[src/shared/usart_cfg.svh]
`ifndef USART_CFG_SVH
`define USART_CFG_SVH

// host port select values
`define SEL_DATA        1'b0
`define SEL_CTRL        1'b1

// mode byte fields
`define MODE_SYNC_LO    0
`define MODE_LEN_LO     2
`define MODE_PAR_EN     4
`define MODE_PAR_EVEN   5
`define MODE_EXT_SYNC   6
`define MODE_ONE_SYNC   7
`define SYNC_MODE_CODE  2'h0
`define MODE_RESET      8'h00

// command byte fields
`define CMD_TX_EN       0
`define CMD_TERM_RDY    1
`define CMD_RX_EN       2
`define CMD_ERR_CLR     4
`define CMD_RTS         5
`define CMD_SOFT_RST    6
`define CMD_HUNT        7
`define CMD_RESET       8'h00

// status byte fields
`define STAT_TX_FREE    0
`define STAT_RX_AVAIL   1
`define STAT_TX_EMPTY   2
`define STAT_PAR_ERR    3
`define STAT_OVR_ERR    4
`define STAT_FRM_ERR    5
`define STAT_MATCH      6

// receive window holds two frames of up to nine bits
`define BUF_W           18
`define MIN_CHAR_LEN    4'h5
// rx clock rises seen while the sync input stays high
`define EXT_SYNC_EDGES  2'h2

`endif

[src/shared/usart_pkg.sv]
`default_nettype none
`include "usart_cfg.svh"

package usart_pkg;

    typedef logic [7:0] byte_t;

    typedef enum logic [1:0] {PH_STANDBY, PH_SYNC1, PH_SYNC2, PH_COMMAND} phase_e;

    typedef struct packed {
        phase_e              phase;
        byte_t               mode;
        byte_t               sync1;
        byte_t               sync2;
        byte_t               cmd;
        logic [`BUF_W-1:0]   rxBuf;
        logic                hunting;
        logic [3:0]          rxBitCnt;
        byte_t               serial_in;
        logic                rxAvail;
        logic                parityErr;
        logic                overrunErr;
        logic                frameErr;
        logic                matchFlag;
        logic                extArmed;
        logic [1:0]          extCnt;
        logic                txStarted;
        byte_t               txHold;
        logic                txHoldFull;
        logic [7:0]          txShift;
        logic [3:0]          txLeft;
        logic                txNextSync2;
        logic                txEmpty;
        logic                serialOut;
        logic                txBufferFree;
        logic                matchOrBreakOut;
        logic                terminalReadyOutN;
        logic                requestToSendOutN;
        byte_t               rdData;
    } usart_s;

endpackage

`default_nettype wire

[src/hw/level_sync.sv]
`timescale 1ns/1ns
`default_nettype none

module level_sync #(
    parameter int W = 1
) (
    // clock and reset
    input  wire logic         clock,
    input  wire logic         nrst,
    input  wire logic         clockEnable,
    // levels
    input  wire logic [W-1:0] din,
    output logic      [W-1:0] dout
);

    typedef struct packed {
        logic [W-1:0] stage1;
        logic [W-1:0] stage2;
    } sync_s;

    sync_s s_r;
    sync_s s_nxt;

    always_comb
    begin
        s_nxt = s_r;
        s_nxt.stage1 = din;
        s_nxt.stage2 = s_r.stage1;
    end

    always_ff @(posedge clock or negedge nrst)
    begin
        if (!nrst)
            s_r <= '0;
        else if (clockEnable)
            s_r <= s_nxt;
    end

    assign dout = s_r.stage2;

endmodule

`default_nettype wire

[src/hw/edge_find.sv]
`timescale 1ns/1ns
`default_nettype none

module edge_find #(
    parameter int W = 1
) (
    // clock and reset
    input  wire logic         clock,
    input  wire logic         nrst,
    input  wire logic         clockEnable,
    // synchronised levels in, one-cycle edge pulses out
    input  wire logic [W-1:0] level,
    output logic      [W-1:0] rise,
    output logic      [W-1:0] fall
);

    typedef struct packed {
        logic [W-1:0] prev;
    } edge_s;

    edge_s s_r;
    edge_s s_nxt;

    always_comb
    begin
        s_nxt = s_r;
        s_nxt.prev = level;
    end

    always_ff @(posedge clock or negedge nrst)
    begin
        if (!nrst)
            s_r <= '0;
        else if (clockEnable)
            s_r <= s_nxt;
    end

    // masking pulses off while the enable is low keeps edges from being counted twice
    assign rise = level & ~s_r.prev & {W{clockEnable}};
    assign fall = ~level & s_r.prev & {W{clockEnable}};

endmodule

`default_nettype wire

[src/hw/usart_sync_hunt_standby.sv]
// Overview of operation
// - sync fill starts only after data written
// - hunt entry presets receive buffer ones
// - shift and compare on rx clock rise
// - internal match ends hunt, sets match
// - assembly starts at the following bit
// - external sync ends hunt, flags status
// - each long sync pulse sets status
// - hunt command accepted at any time
// - received sync characters set match flag
// - errors only flag; no parity in hunt
// - standby ignores all clock edges
// - hardware reset enters standby
// - software reset command enters standby
// - only a mode byte leaves standby
// - standby pins held at fixed levels
// - fill sync when empty, data clears
// - one bit per tx clock fall
// - hunt ignored outside synchronous mode
// - error clear zeroes all error flags
`timescale 1ns/1ns
`default_nettype none
`include "usart_cfg.svh"

module usart_sync_hunt_standby (
    // clock and reset
    input  wire logic           clock,
    input  wire logic           nrst,
    input  wire logic           clockEnable,
    // host port
    input  wire logic           controlSelect,
    input  wire usart_pkg::byte_t wrData,
    input  wire logic           wrStb,
    input  wire logic           rdStb,
    output logic [7:0]          rdData,
    // serial link
    input  wire logic           txBitClock,
    input  wire logic           rxBitClock,
    input  wire logic           serialIn,
    input  wire logic           syncIn,
    input  wire logic           clearToSendN,
    output logic                serialOut,
    // status and modem pins
    output logic                txBufferFree,
    output logic                txEmptyFlag,
    output logic                rxCharAvail,
    output logic                matchOrBreakOut,
    output logic                terminalReadyOutN,
    output logic                requestToSendOutN
);
    import usart_pkg::*;

    localparam logic [4:0] BufTop = 5'(`BUF_W);

    usart_s s;
    usart_s n;

    logic [4:0] pinSync;
    logic [2:0] edgeRise;
    logic [2:0] edgeFall;
    logic       ctrlWr;
    logic       dataWr;
    logic       statRd;
    logic       dataRd;
    logic       charDone;
    logic       intMatch;
    logic       extDone;
    logic       syncMode;
    logic       parEn;
    logic [3:0] charLen;
    logic [3:0] frameLen;
    logic [4:0] newSh;
    logic [4:0] oldSh;
    byte_t      newChar;
    byte_t      oldChar;
    byte_t      sync1M;
    byte_t      sync2M;
    byte_t      txChar;
    logic [8:0] txFrame;

    // order: tx_bit_clock, rx_bit_clock, serialIn, syncIn, ctsN; data rides the same delay as its clock
    level_sync #(.W(5)) pinSyncU (
        .clock       (clock),
        .nrst        (nrst),
        .clockEnable (clockEnable),
        .din         ({clearToSendN, syncIn, serialIn, rxBitClock, txBitClock}),
        .dout        (pinSync)
    );

    edge_find #(.W(3)) edgeU (
        .clock       (clock),
        .nrst        (nrst),
        .clockEnable (clockEnable),
        .level       ({pinSync[3], pinSync[1], pinSync[0]}),
        .rise        (edgeRise),
        .fall        (edgeFall)
    );

    function automatic byte_t frameData(input logic [`BUF_W-1:0] b, input logic [4:0] sh,
                                        input logic [3:0] len);
        logic [`BUF_W-1:0] t;
        byte_t             mask;
        t = b >> sh;
        mask = 8'hFF >> (4'h8 - len);
        return t[7:0] & mask;
    endfunction

    always_comb
    begin
        n = s;
        ctrlWr = wrStb && (controlSelect == `SEL_CTRL);
        dataWr = wrStb && (controlSelect == `SEL_DATA);
        statRd = rdStb && (controlSelect == `SEL_CTRL);
        dataRd = rdStb && (controlSelect == `SEL_DATA);
        syncMode = s.mode[`MODE_SYNC_LO +: 2] == `SYNC_MODE_CODE;
        parEn = s.mode[`MODE_PAR_EN];
        charLen = `MIN_CHAR_LEN + {2'h0, s.mode[`MODE_LEN_LO +: 2]};
        frameLen = charLen + {3'h0, parEn};
        newSh = BufTop - {1'h0, frameLen};
        oldSh = newSh - {1'h0, frameLen};
        sync1M = frameData({10'h000, s.sync1}, 5'h00, charLen);
        sync2M = frameData({10'h000, s.sync2}, 5'h00, charLen);
        charDone = 1'b0;
        intMatch = 1'b0;
        extDone = 1'b0;
        newChar = 8'h00;
        oldChar = 8'h00;
        txChar = 8'h00;
        txFrame = 9'h000;
        n.rdData = 8'h00;

        if (s.phase == PH_STANDBY)
        begin
            // edges are not looked at here at all
            if (ctrlWr)
            begin
                n.mode = wrData;
                n.phase = (wrData[`MODE_SYNC_LO +: 2] == `SYNC_MODE_CODE) ? PH_SYNC1
                                                                           : PH_COMMAND;
            end
            // a data write here is dropped
        end
        else
        begin
            if (statRd)
            begin
                n.rdData = {1'b0, s.matchFlag, s.frameErr, s.overrunErr, s.parityErr,
                            s.txEmpty, s.rxAvail, !s.txHoldFull};
                n.matchFlag = 1'b0;
            end
            if (dataRd)
            begin
                n.rdData = s.serial_in;
                n.rxAvail = 1'b0;
            end
            // clear first so that a same-cycle error still lands
            if (ctrlWr && s.phase == PH_COMMAND && wrData[`CMD_ERR_CLR])
            begin
                n.parityErr = 1'b0;
                n.overrunErr = 1'b0;
                n.frameErr = 1'b0;
            end
            if (dataWr)
            begin
                n.txHold = wrData;
                n.txHoldFull = 1'b1;
                n.txStarted = 1'b1;
                n.txEmpty = 1'b0;
            end

            // receiver
            if (edgeRise[1] && s.cmd[`CMD_RX_EN])
            begin
                n.rxBuf = {pinSync[2], s.rxBuf[`BUF_W-1:1]};
                newChar = frameData(n.rxBuf, newSh, charLen);
                oldChar = frameData(n.rxBuf, oldSh, charLen);
                if (s.hunting)
                begin
                    if (!s.mode[`MODE_EXT_SYNC])
                    begin
                        // compare on every shift
                        if (s.mode[`MODE_ONE_SYNC])
                            intMatch = newChar == sync1M;
                        else
                            intMatch = (oldChar == sync1M) && (newChar == sync2M);
                        if (intMatch)
                        begin
                            n.hunting = 1'b0;
                            n.matchFlag = 1'b1;
                            n.rxBitCnt = 4'h0;
                        end
                    end
                end
                else if (s.rxBitCnt == frameLen - 4'h1)
                begin
                    charDone = 1'b1;
                    n.rxBitCnt = 4'h0;
                    n.serial_in = newChar;
                    n.overrunErr = n.overrunErr | n.rxAvail;
                    n.rxAvail = 1'b1;
                    if (parEn && (^newChar ^ n.rxBuf[`BUF_W-1] ^ !s.mode[`MODE_PAR_EVEN]))
                        n.parityErr = 1'b1;
                    if (newChar == sync1M || (!s.mode[`MODE_ONE_SYNC] && newChar == sync2M))
                        n.matchFlag = 1'b1;
                end
                else
                begin
                    n.rxBitCnt = s.rxBitCnt + 4'h1;
                end
            end

            // external sync: a rise, then high across a whole rx clock period
            if (s.mode[`MODE_EXT_SYNC])
            begin
                if (edgeRise[2])
                begin
                    n.extArmed = 1'b1;
                    n.extCnt = 2'h0;
                end
                else if (!pinSync[3])
                begin
                    n.extArmed = 1'b0;
                end
                else if (s.extArmed && edgeRise[1])
                begin
                    n.extCnt = s.extCnt + 2'h1;
                    if (n.extCnt == `EXT_SYNC_EDGES)
                    begin
                        extDone = 1'b1;
                        n.extArmed = 1'b0;
                        n.matchFlag = 1'b1;
                        if (s.hunting)
                        begin
                            n.hunting = 1'b0;
                            n.rxBitCnt = 4'h0;
                        end
                    end
                end
            end

            // transmitter: one bit per falling edge while clear to send
            if (edgeFall[0] && s.cmd[`CMD_TX_EN] && !pinSync[4])
            begin
                if (s.txLeft == 4'h0)
                begin
                    if (n.txHoldFull)
                    begin
                        txChar = n.txHold;
                        n.txHoldFull = 1'b0;
                        n.txNextSync2 = 1'b0;
                    end
                    else if (n.txStarted)
                    begin
                        // host fell behind: fill with sync characters
                        txChar = s.txNextSync2 ? s.sync2 : s.sync1;
                        n.txEmpty = 1'b1;
                        n.txNextSync2 = !s.mode[`MODE_ONE_SYNC] && !s.txNextSync2;
                    end
                    if (n.txStarted)
                    begin
                        txChar = frameData({10'h000, txChar}, 5'h00, charLen);
                        txFrame = {1'b0, txChar};
                        if (parEn)
                            txFrame[charLen] = ^txChar ^ !s.mode[`MODE_PAR_EVEN];
                        n.serialOut = txFrame[0];
                        n.txShift = txFrame[8:1];
                        n.txLeft = frameLen - 4'h1;
                    end
                end
                else
                begin
                    n.serialOut = s.txShift[0];
                    n.txShift = {1'b0, s.txShift[7:1]};
                    n.txLeft = s.txLeft - 4'h1;
                end
            end

            // command and sync character writes
            if (ctrlWr)
            begin
                case (s.phase)
                    PH_SYNC1:
                    begin
                        n.sync1 = wrData;
                        n.phase = s.mode[`MODE_ONE_SYNC] ? PH_COMMAND : PH_SYNC2;
                    end
                    PH_SYNC2:
                    begin
                        n.sync2 = wrData;
                        n.phase = PH_COMMAND;
                    end
                    default:
                    begin
                        n.cmd = wrData;
                        // hunt may be re-entered at any time
                        if (wrData[`CMD_HUNT] && syncMode)
                        begin
                            n.hunting = 1'b1;
                            n.rxBuf = '1;
                            n.rxBitCnt = 4'h0;
                            n.extArmed = 1'b0;
                        end
                        if (wrData[`CMD_SOFT_RST])
                            n.phase = PH_STANDBY;
                    end
                endcase
            end
        end

        if (n.phase == PH_STANDBY)
        begin
            n.cmd = `CMD_RESET;
            n.hunting = 1'b0;
            n.rxAvail = 1'b0;
            n.matchFlag = 1'b0;
            n.extArmed = 1'b0;
            n.txStarted = 1'b0;
            n.txHoldFull = 1'b0;
            n.txLeft = 4'h0;
            n.txNextSync2 = 1'b0;
            n.txEmpty = 1'b0;
            n.serialOut = 1'b1;
        end
        // pins derived from next state so they move with it
        n.txBufferFree = n.phase != PH_STANDBY && !n.txHoldFull && !pinSync[4]
                         && n.cmd[`CMD_TX_EN];
        n.matchOrBreakOut = n.phase != PH_STANDBY && n.matchFlag;
        n.terminalReadyOutN = !n.cmd[`CMD_TERM_RDY];
        n.requestToSendOutN = !n.cmd[`CMD_RTS];
    end

    always_ff @(posedge clock or negedge nrst)
    begin
        if (!nrst)
        begin
            s <= '0;
            s.phase <= PH_STANDBY;
            s.mode <= `MODE_RESET;
            s.rxBuf <= '1;
            s.serialOut <= 1'b1;
            s.terminalReadyOutN <= 1'b1;
            s.requestToSendOutN <= 1'b1;
        end
        else if (clockEnable)
        begin
            s <= n;
        end
    end

    assign rdData = s.rdData;
    assign serialOut = s.serialOut;
    assign txBufferFree = s.txBufferFree;
    assign txEmptyFlag = s.txEmpty;
    assign rxCharAvail = s.rxAvail;
    assign matchOrBreakOut = s.matchOrBreakOut;
    assign terminalReadyOutN = s.terminalReadyOutN;
    assign requestToSendOutN = s.requestToSendOutN;
endmodule

`default_nettype wire

[config.mk]
export PLATFORM = sky130hd
export DESIGN_NAME = usart_sync_hunt_standby
export DESIGN_NICKNAME = d
export VERILOG_FILES = /design/src/shared/usart_pkg.sv /design/src/hw/level_sync.sv /design/src/hw/edge_find.sv /design/src/hw/usart_sync_hunt_standby.sv
export VERILOG_INCLUDE_DIRS = /design/src /design/src/shared
export SDC_FILE = /design/constraint.sdc
export NUM_CORES = 1
export LEC_CHECK = 0
export ABC_AREA = 1
export BUFFER_PORTS_ARGS = -buffer_cell sky130_fd_sc_hd__buf_2
export CORE_MARGIN = 2
export CORE_UTILIZATION = 57
export CTS_CLUSTER_DIAMETER = 120
export DETAILED_ROUTE_END_ITERATION = 8
export PLACE_DENSITY = 0.88
export SETUP_SLACK_MARGIN = 0.05
export SYNTH_ARGS = -nofsm -noshare
export SYNTH_HDL_FRONTEND = slang
export SYNTH_SLANG_ARGS = --single-unit
[constraint.sdc]
create_clock -name clock -period 3.28 [get_ports clock]
set_clock_uncertainty 0.1 [all_clocks]
set_input_delay 0.656 -clock clock [delete_from_list [all_inputs] [get_ports clock]]
set_output_delay 0.656 -clock clock [all_outputs]
set_load 0.01 [all_outputs]
After elaboration in Yosys (flattened, before gate mapping)
Index checks and enable logic that the tools add are counted.
{"block": "op_classes", "add_sub_neg": 9, "magnitude_cmp": 2, "n_eq_ne": 12, "n_shift": 3, "mux": 88, "n_bitwise": 18, "reduce_logical": 57}
{"operator": "70-bit 2-to-1 mux", "count": 1}
{"operator": "8-bit 2-to-1 mux", "count": 8}
{"operator": "29-bit 2-to-1 mux", "count": 2}
{"operator": "8-bit bitwise AND", "count": 5}
{"operator": "5-bit 2-to-1 mux", "count": 8}
{"operator": "1-bit 2-to-1 mux", "count": 36}
{"operator": "18-bit by 5-bit >> shifter with 8-bit output", "count": 2}
{"operator": "34-bit 2-to-1 mux", "count": 1}
{"operator": "10-bit 2-to-1 mux", "count": 3}
{"operator": "8-bit equality test", "count": 3}
{"operator": "12-bit 2-to-1 mux", "count": 2}
{"operator": "23-bit 2-to-1 mux", "count": 1}
{"operator": "11-bit 2-to-1 mux", "count": 2}
{"operator": "1-bit logical AND", "count": 20}
{"operator": "4-bit AND reduction", "count": 5}
{"operator": "2-bit 2-to-1 mux", "count": 9}
{"operator": "16-bit 2-to-1 mux", "count": 1}
{"operator": "4-bit 2-to-1 mux", "count": 4}
{"operator": "8-bit XOR reduction", "count": 2}
{"operator": "5-bit AND reduction", "count": 3}
{"operator": "7-bit 2-to-1 mux", "count": 2}
{"operator": "2-bit nonzero test", "count": 7}
{"operator": "9-bit bitwise mux", "count": 1}
{"operator": "3-bit 2-to-1 mux", "count": 3}
{"operator": "35 further kinds", "count": 58}
{"block": "totals", "register_bits": 119}

Logic depth before layout (Yosys ltp)
{"block": "depth", "word_depth": 32, "ltp_mapped": 27, "ltp_nobuf": 26}

Cells and area by module
A second synthesis with hierarchy kept.
{"block": "hier_totals", "hier_cells": 1153, "area_unflattened_um2": 7975.1}
{"module": "usart_sync_hunt_standby", "n_inst": 1, "cells_each": 1089, "area_per_inst_um2": 7448.4, "seq_area_each_um2": 2602.5}
{"module": "level_sync", "n_inst": 1, "cells_each": 42, "area_per_inst_um2": 380.4, "seq_area_each_um2": 250.2}
{"module": "edge_find", "n_inst": 1, "cells_each": 22, "area_per_inst_um2": 146.4, "seq_area_each_um2": 75.1}

Least setup slack after synthesis
OpenSTA, ideal clock, no wires.
{"block": "synth_path", "path_kind": "flip-flop to flip-flop", "from": "reg s[102] (netlist name)", "to": "reg s[55] (netlist name)", "t_arrival_ns": 3.306, "setup_slack_ns": -0.243, "stages_incl_launch_ff": 24, "period_less_slack_ns": 3.523, "cell_sequence": "dfrtp_1 -> inv_1 -> ha_1 -> fa_1 -> ha_1 -> ha_1 -> buf_2 -> inv_1 -> buf_2 -> nand3_1 -> nand3_1 -> nand2_2 -> nand2_1 -> nand3_1 -> nor2_1 -> nand2_1 -> nor2_2 -> nand2_1 -> nand2_2 -> nand3_4 -> nand3_1 -> nand2_1 -> nand2_1 -> nand2_1"}
{"block": "synth_via", "elab_chain_len": 26, "elab_cells_between_ends": 37}
{"element": "from (decl)", "line": "usart_sync_hunt_standby.sv:55", "text": "usart_s s;"}
{"element": "from (signal assigned)", "line": "usart_sync_hunt_standby.sv:346", "text": "s <= n;"}
{"element": "3-bit by 2-bit adder with 4-bit output (no line) (*)"}
{"element": "4-bit by 1-bit adder with 4-bit output", "line": "usart_sync_hunt_standby.sv:118", "text": "frameLen = charLen + {3'h0, parEn};"}
{"element": "5-bit by 4-bit subtractor with 5-bit output", "line": "usart_sync_hunt_standby.sv:119", "text": "newSh = BufTop - {1'h0, frameLen};"}
{"element": "5-bit by 4-bit subtractor with 5-bit output", "line": "usart_sync_hunt_standby.sv:120", "text": "oldSh = newSh - {1'h0, frameLen};"}
{"element": "18-bit by 5-bit >> shifter with 8-bit output", "line": "usart_sync_hunt_standby.sv:103", "text": "t = b >> sh;"}
{"element": "8-bit bitwise AND", "line": "usart_sync_hunt_standby.sv:105", "text": "return t[7:0] & mask;"}
{"element": "8-bit equality test", "line": "usart_sync_hunt_standby.sv:185", "text": "intMatch = (oldChar == sync1M) && (newChar == sync2M);"}
{"element": "1-bit logical AND", "line": "usart_sync_hunt_standby.sv:185"}
{"element": "[10 not listed]"}
{"element": "5-bit 2-to-1 mux", "line": "usart_sync_hunt_standby.sv:227", "text": "if (n.extCnt == `EXT_SYNC_EDGES)"}
{"element": "5-bit 2-to-1 mux", "line": "usart_sync_hunt_standby.sv:224", "text": "else if (s.extArmed && edgeRise[1])"}
{"element": "5-bit 2-to-1 mux", "line": "usart_sync_hunt_standby.sv:220", "text": "else if (!pinSync[3])"}
{"element": "5-bit 2-to-1 mux", "line": "usart_sync_hunt_standby.sv:215", "text": "if (edgeRise[2])"}
{"element": "5-bit 2-to-1 mux (*)", "line": "usart_sync_hunt_standby.sv:213", "text": "if (s.mode[`MODE_EXT_SYNC])"}
{"element": "23-bit 2-to-1 mux", "line": "usart_sync_hunt_standby.sv:296", "text": "if (wrData[`CMD_HUNT] && syncMode)"}
{"element": "29-bit 2-to-1 mux", "line": "usart_sync_hunt_standby.sv:281", "text": "case (s.phase)"}
{"element": "29-bit 2-to-1 mux (*)", "line": "usart_sync_hunt_standby.sv:279", "text": "if (ctrlWr)"}
Mark *: on every way between the ends. The rest lies on a longest branch, timed or not. The select of a mux whose other input is x is not followed.
A chain may end at the register's enable or synchronous reset.

Worst setup path after layout
{"block": "layout_path", "from": "reg s[102] (netlist name)", "to": "reg s[43] (netlist name)"}
{"block": "layout_via", "elab_chain_len": 13, "elab_cells_between_ends": 17}
{"element": "3-bit by 2-bit adder with 4-bit output (no line) (*)"}
{"element": "4-bit by 1-bit adder with 4-bit output", "line": "usart_sync_hunt_standby.sv:118"}
{"element": "5-bit by 4-bit subtractor with 5-bit output", "line": "usart_sync_hunt_standby.sv:119"}
{"element": "18-bit by 5-bit >> shifter with 8-bit output", "line": "usart_sync_hunt_standby.sv:103"}
{"element": "8-bit bitwise AND", "line": "usart_sync_hunt_standby.sv:105"}
{"element": "8-bit XOR reduction", "line": "usart_sync_hunt_standby.sv:201", "text": "if (parEn && (^newChar ^ n.rxBuf[`BUF_W-1] ^ !s.mode[`MODE_PAR_EVEN]))"}
{"element": "1-bit bitwise XOR (2 in series)", "line": "usart_sync_hunt_standby.sv:201"}
{"element": "1-bit logical AND", "line": "usart_sync_hunt_standby.sv:201"}
{"element": "1-bit 2-to-1 mux", "line": "usart_sync_hunt_standby.sv:201"}
{"element": "11-bit 2-to-1 mux (*)", "line": "usart_sync_hunt_standby.sv:194", "text": "else if (s.rxBitCnt == frameLen - 4'h1)"}
{"element": "11-bit 2-to-1 mux (*)", "line": "usart_sync_hunt_standby.sv:177", "text": "if (s.hunting)"}
{"element": "34-bit 2-to-1 mux (*)", "line": "usart_sync_hunt_standby.sv:172", "text": "if (edgeRise[1] && s.cmd[`CMD_RX_EN])"}
Mark *: on every way between the ends. The rest lies on a longest branch, timed or not.

==> results.py <==
metrics = {
    "synth": {
        "synth-edff-count": 0,
        "yosysTopAreaCell": "dfrtp_1",
        "synth.distinct_cells": 47,
        "synthTopCellsByArea": "dfrtp_1 (30%), nand2_1 (19%), nand3_1 (6.8%)",
        "synth_top_cell_area_share_pct": 30.3,
        "syn_inst": 1145,
        "ys_async_sr_fraction_pct": 100,
        "ys_seq_area_share_pct": 37.0,
        "yosys_warnings": 0,
        "synthesis.nets": 1186,
        "yosysMostFrequentCell": "nand2_1",
        "synth_seq_cells": 116,
        "syn_area_um2": 7920,
        "synth_area_per_cell_um2": 6.91,
        "ys.flop_type": "dfrtp_1",
        "synth_common_cells": "nand2_1 (403), inv_1 (110), nand3_1 (108), dfrtp_1 (96), o21ai_0 (90)",
    },
    "grt": {
        "overflow": 0,
        "grt_max_degree": 52,
        "grtUsageTotal_pct": 32.6,
        "grt_first_pass_wirelength_um": 37800,
        "first_global_vias": 7602,
        "antenna_found_initial": 0,
    },
    "setup_path": {
        "worstPathArrival_ns": 3.70,
        "r2r_slack_ns": -0.15,
        "reg2reg_from": "s[102]$_DFFE_PN0P_",
        "crit_type": "register to register",
        "worst_ep_required_time_ns": 3.55,
        "r2r_end": "s[43]$_DFFE_PN0P_",
        "ff2ff_path_depth": 19,
        "critPathMaxFanout": 7,
        "endpoint_kind": "register",
        "worstSetupStartpointType": "register",
    },
    "sta": {
        "hold_viol_final": 0,
        "fin_hold_ws_ns": 0.156,
        "period_needed_ns": 3.43,
        "worstMarginPinSlew_ns": 0.642,
        "min_period_over_period_pct": 105,
        "setup-violations-final": 7,
        "setup_slack_ns": -0.153,
        "rsz0062_at_grt": "yes",
        "max_slew_margin_pct": 57.1,
        "fmax_mhz": 291,
        "slew_viol_final": 0,
    },
    "detailed_routing": {
        "drc": 0,
        "drt-initial-drc-count": 826,
        "wire_per_inst_um": 16.6,
        "vias_per_cell": 5.82,
        "vias": 8097,
        "routed_wirelength_um": 23100,
        "drtAntennaViolNets": 0,
        "drt_pass1_iterations": 5,
    },
    "placement": {
        "port_buffers": 33,
        "dp_hpwl_um": 16500,
        "gp_congestion": 0.980,
        "placed_cell_area_um2": 8420,
        "dp_cells": 1351,
    },
    "status": {
        "violations": "negative setup slack",
        "status": "finished, violations left",
    },
    "min_path": {
        "hold_path_class": "input pin to async pin",
    },
    "layout": {
        "finalInstanceArea_um2": 9220,
        "fin_nets": 1239,
        "final_core_util_pct": 67.2,
        "fin_cells": 1391,
        "area_growth_pct": 16.5,
        "final_layout_size_suffix_gt1_share_pct": 17.7,
        "num_antenna_cells": 0,
    },
    "floorplan": {
        "core_area_um2": 13700,
        "die_w_um": 122,
        "die_area_um2": 14800,
        "start_util_pct": 57.7,
        "io_pins": 34,
        "rows": 43,
        "die_h_um": 122,
    },
    "run": {
        "cap_viol_max_count": 0,
    },
    "clock_network": {
        "cts_root_buffer": "clkbuf_16",
        "cts_tree": "yes",
        "h-tree-depth": 4,
        "max-clock-path-buffers": 2,
        "clock_latency_ns": 0.43,
        "numClockSinks": 116,
        "numCtsBuffers": 17,
        "clk_pin_slew_ns": 0.06,
    },
}
[cells in the final DEF, fill, tap and decap left out, types with 17 or more instances in the layout]
cell type,synthesis,layout
buf_2,8,32
ha_1,21,17
inv_1,110,107
nor2_1,68,61
nand2_2,15,22
clkbuf_16,0,17
dfstp_2,20,20
nand3_2,10,17
o21ai_0,90,89
dfrtp_1,96,95
a21oi_1,32,30
nand3_1,108,101
nand2_1,403,393
buf_4,12,43
[repair_timing]
action / 4_1_cts / 5_1_grt
gates resized for setup: 17 / 20
hold buffers: 0 / 0
setup buffers: 6 / 2
pin swaps: 15 / 7
endpoints found under the setup margin: 7 / 17
[state kept, by name, summed over array words and instances (netlist names)]
name and count:
rdData 8, s 88, parEn 1, pinSyncU.dout 5, edgeU.s_r 3, rxCharAvail 1, txBufferFree 1, requestToSendOutN 1
pinSyncU.s_nxt 5, terminalReadyOutN 1, txEmptyFlag 1, serialOut 1
[cell type report]
| type | count | area, µm² |
|---|---|---|
| sequential | 116 | 2930 |
| timing repair buffer | 81 | 577 |
| tap | 180 | 225 |
| clock buffer | 18 | 439 |
| multi-input combinational | 865 | 4430 |
| fill | 1115 | 4500 |
| inverter | 117 | 452 |
| clock inverter | 14 | 168 |
[how the worst max path moves through the flow]
stage / start / to / depth (start not counted)
floorplan: s[102]$_DFFE_PN0P_ / s[55]$_DFFE_PN0P_ / 24
global route: s[102]$_DFFE_PN0P_ / s[40]$_DFFE_PN0P_ / 24
detailed placement: parEn$_DFFE_PN0P_ / s[54]$_DFFE_PN0P_ / 20
finish: s[102]$_DFFE_PN0P_ / s[43]$_DFFE_PN0P_ / 19
global placement: parEn$_DFFE_PN0P_ / s[53]$_DFFE_PN0P_ / 20
CTS: s[102]$_DFFE_PN0P_ / s[43]$_DFFE_PN0P_ / 18
[metrics by stage]
step	setup slack, ns	setup TNS [ns]
final	-0.153	-0.537
after global routing	-0.329	-1.92
after CTS	-0.0561	-0.298
after detailed placement	-0.244	-1.43
after global placement	-0.139	-0.766
after floorplan	0.0239	0
[kinds of logic after synthesis]
group / synth area share, %
simple gates: 35.4
compound gates: 13.0
buf+inv: 9.24
xor+xnor: 1.77
fa+ha+maj: 3.57
flops: 37.0
[routing by layer]
| metal | track usage [%] | vias up | part of all wire, % |
|---|---|---|---|
| met1 | 43.0 | 3797 | 41 |
| met2 | 51.0 | 400 | 47 |
| met4 | 16.0 | 0 | 4.4 |
| li1 | - | 3823 | - |
| met5 | 0 | - | 0 |
| met3 | 6.93 | 77 | 8.2 |
[critical path, cell delays in order, from the launching register on]
cell     delay (ns)
dfrtp_2        0.41
inv_2          0.08
ha_4           0.13
fa_2           0.48
ha_4           0.21
ha_4           0.35
buf_4          0.14
nand3_2        0.08
a21oi_2        0.19
nand2_2        0.10
buf_4          0.15
buf_4          0.13
nand2_2        0.06
nand2_1        0.06
nand2_1        0.09
nand2_2        0.07
xnor2_2        0.14
xnor2_1        0.20
nand4_1        0.12
nand2_1        0.07
Power is left out: the tool's default activity adds up to more than one toggle a clock period on the data nets, which glitch-free logic cannot reach.
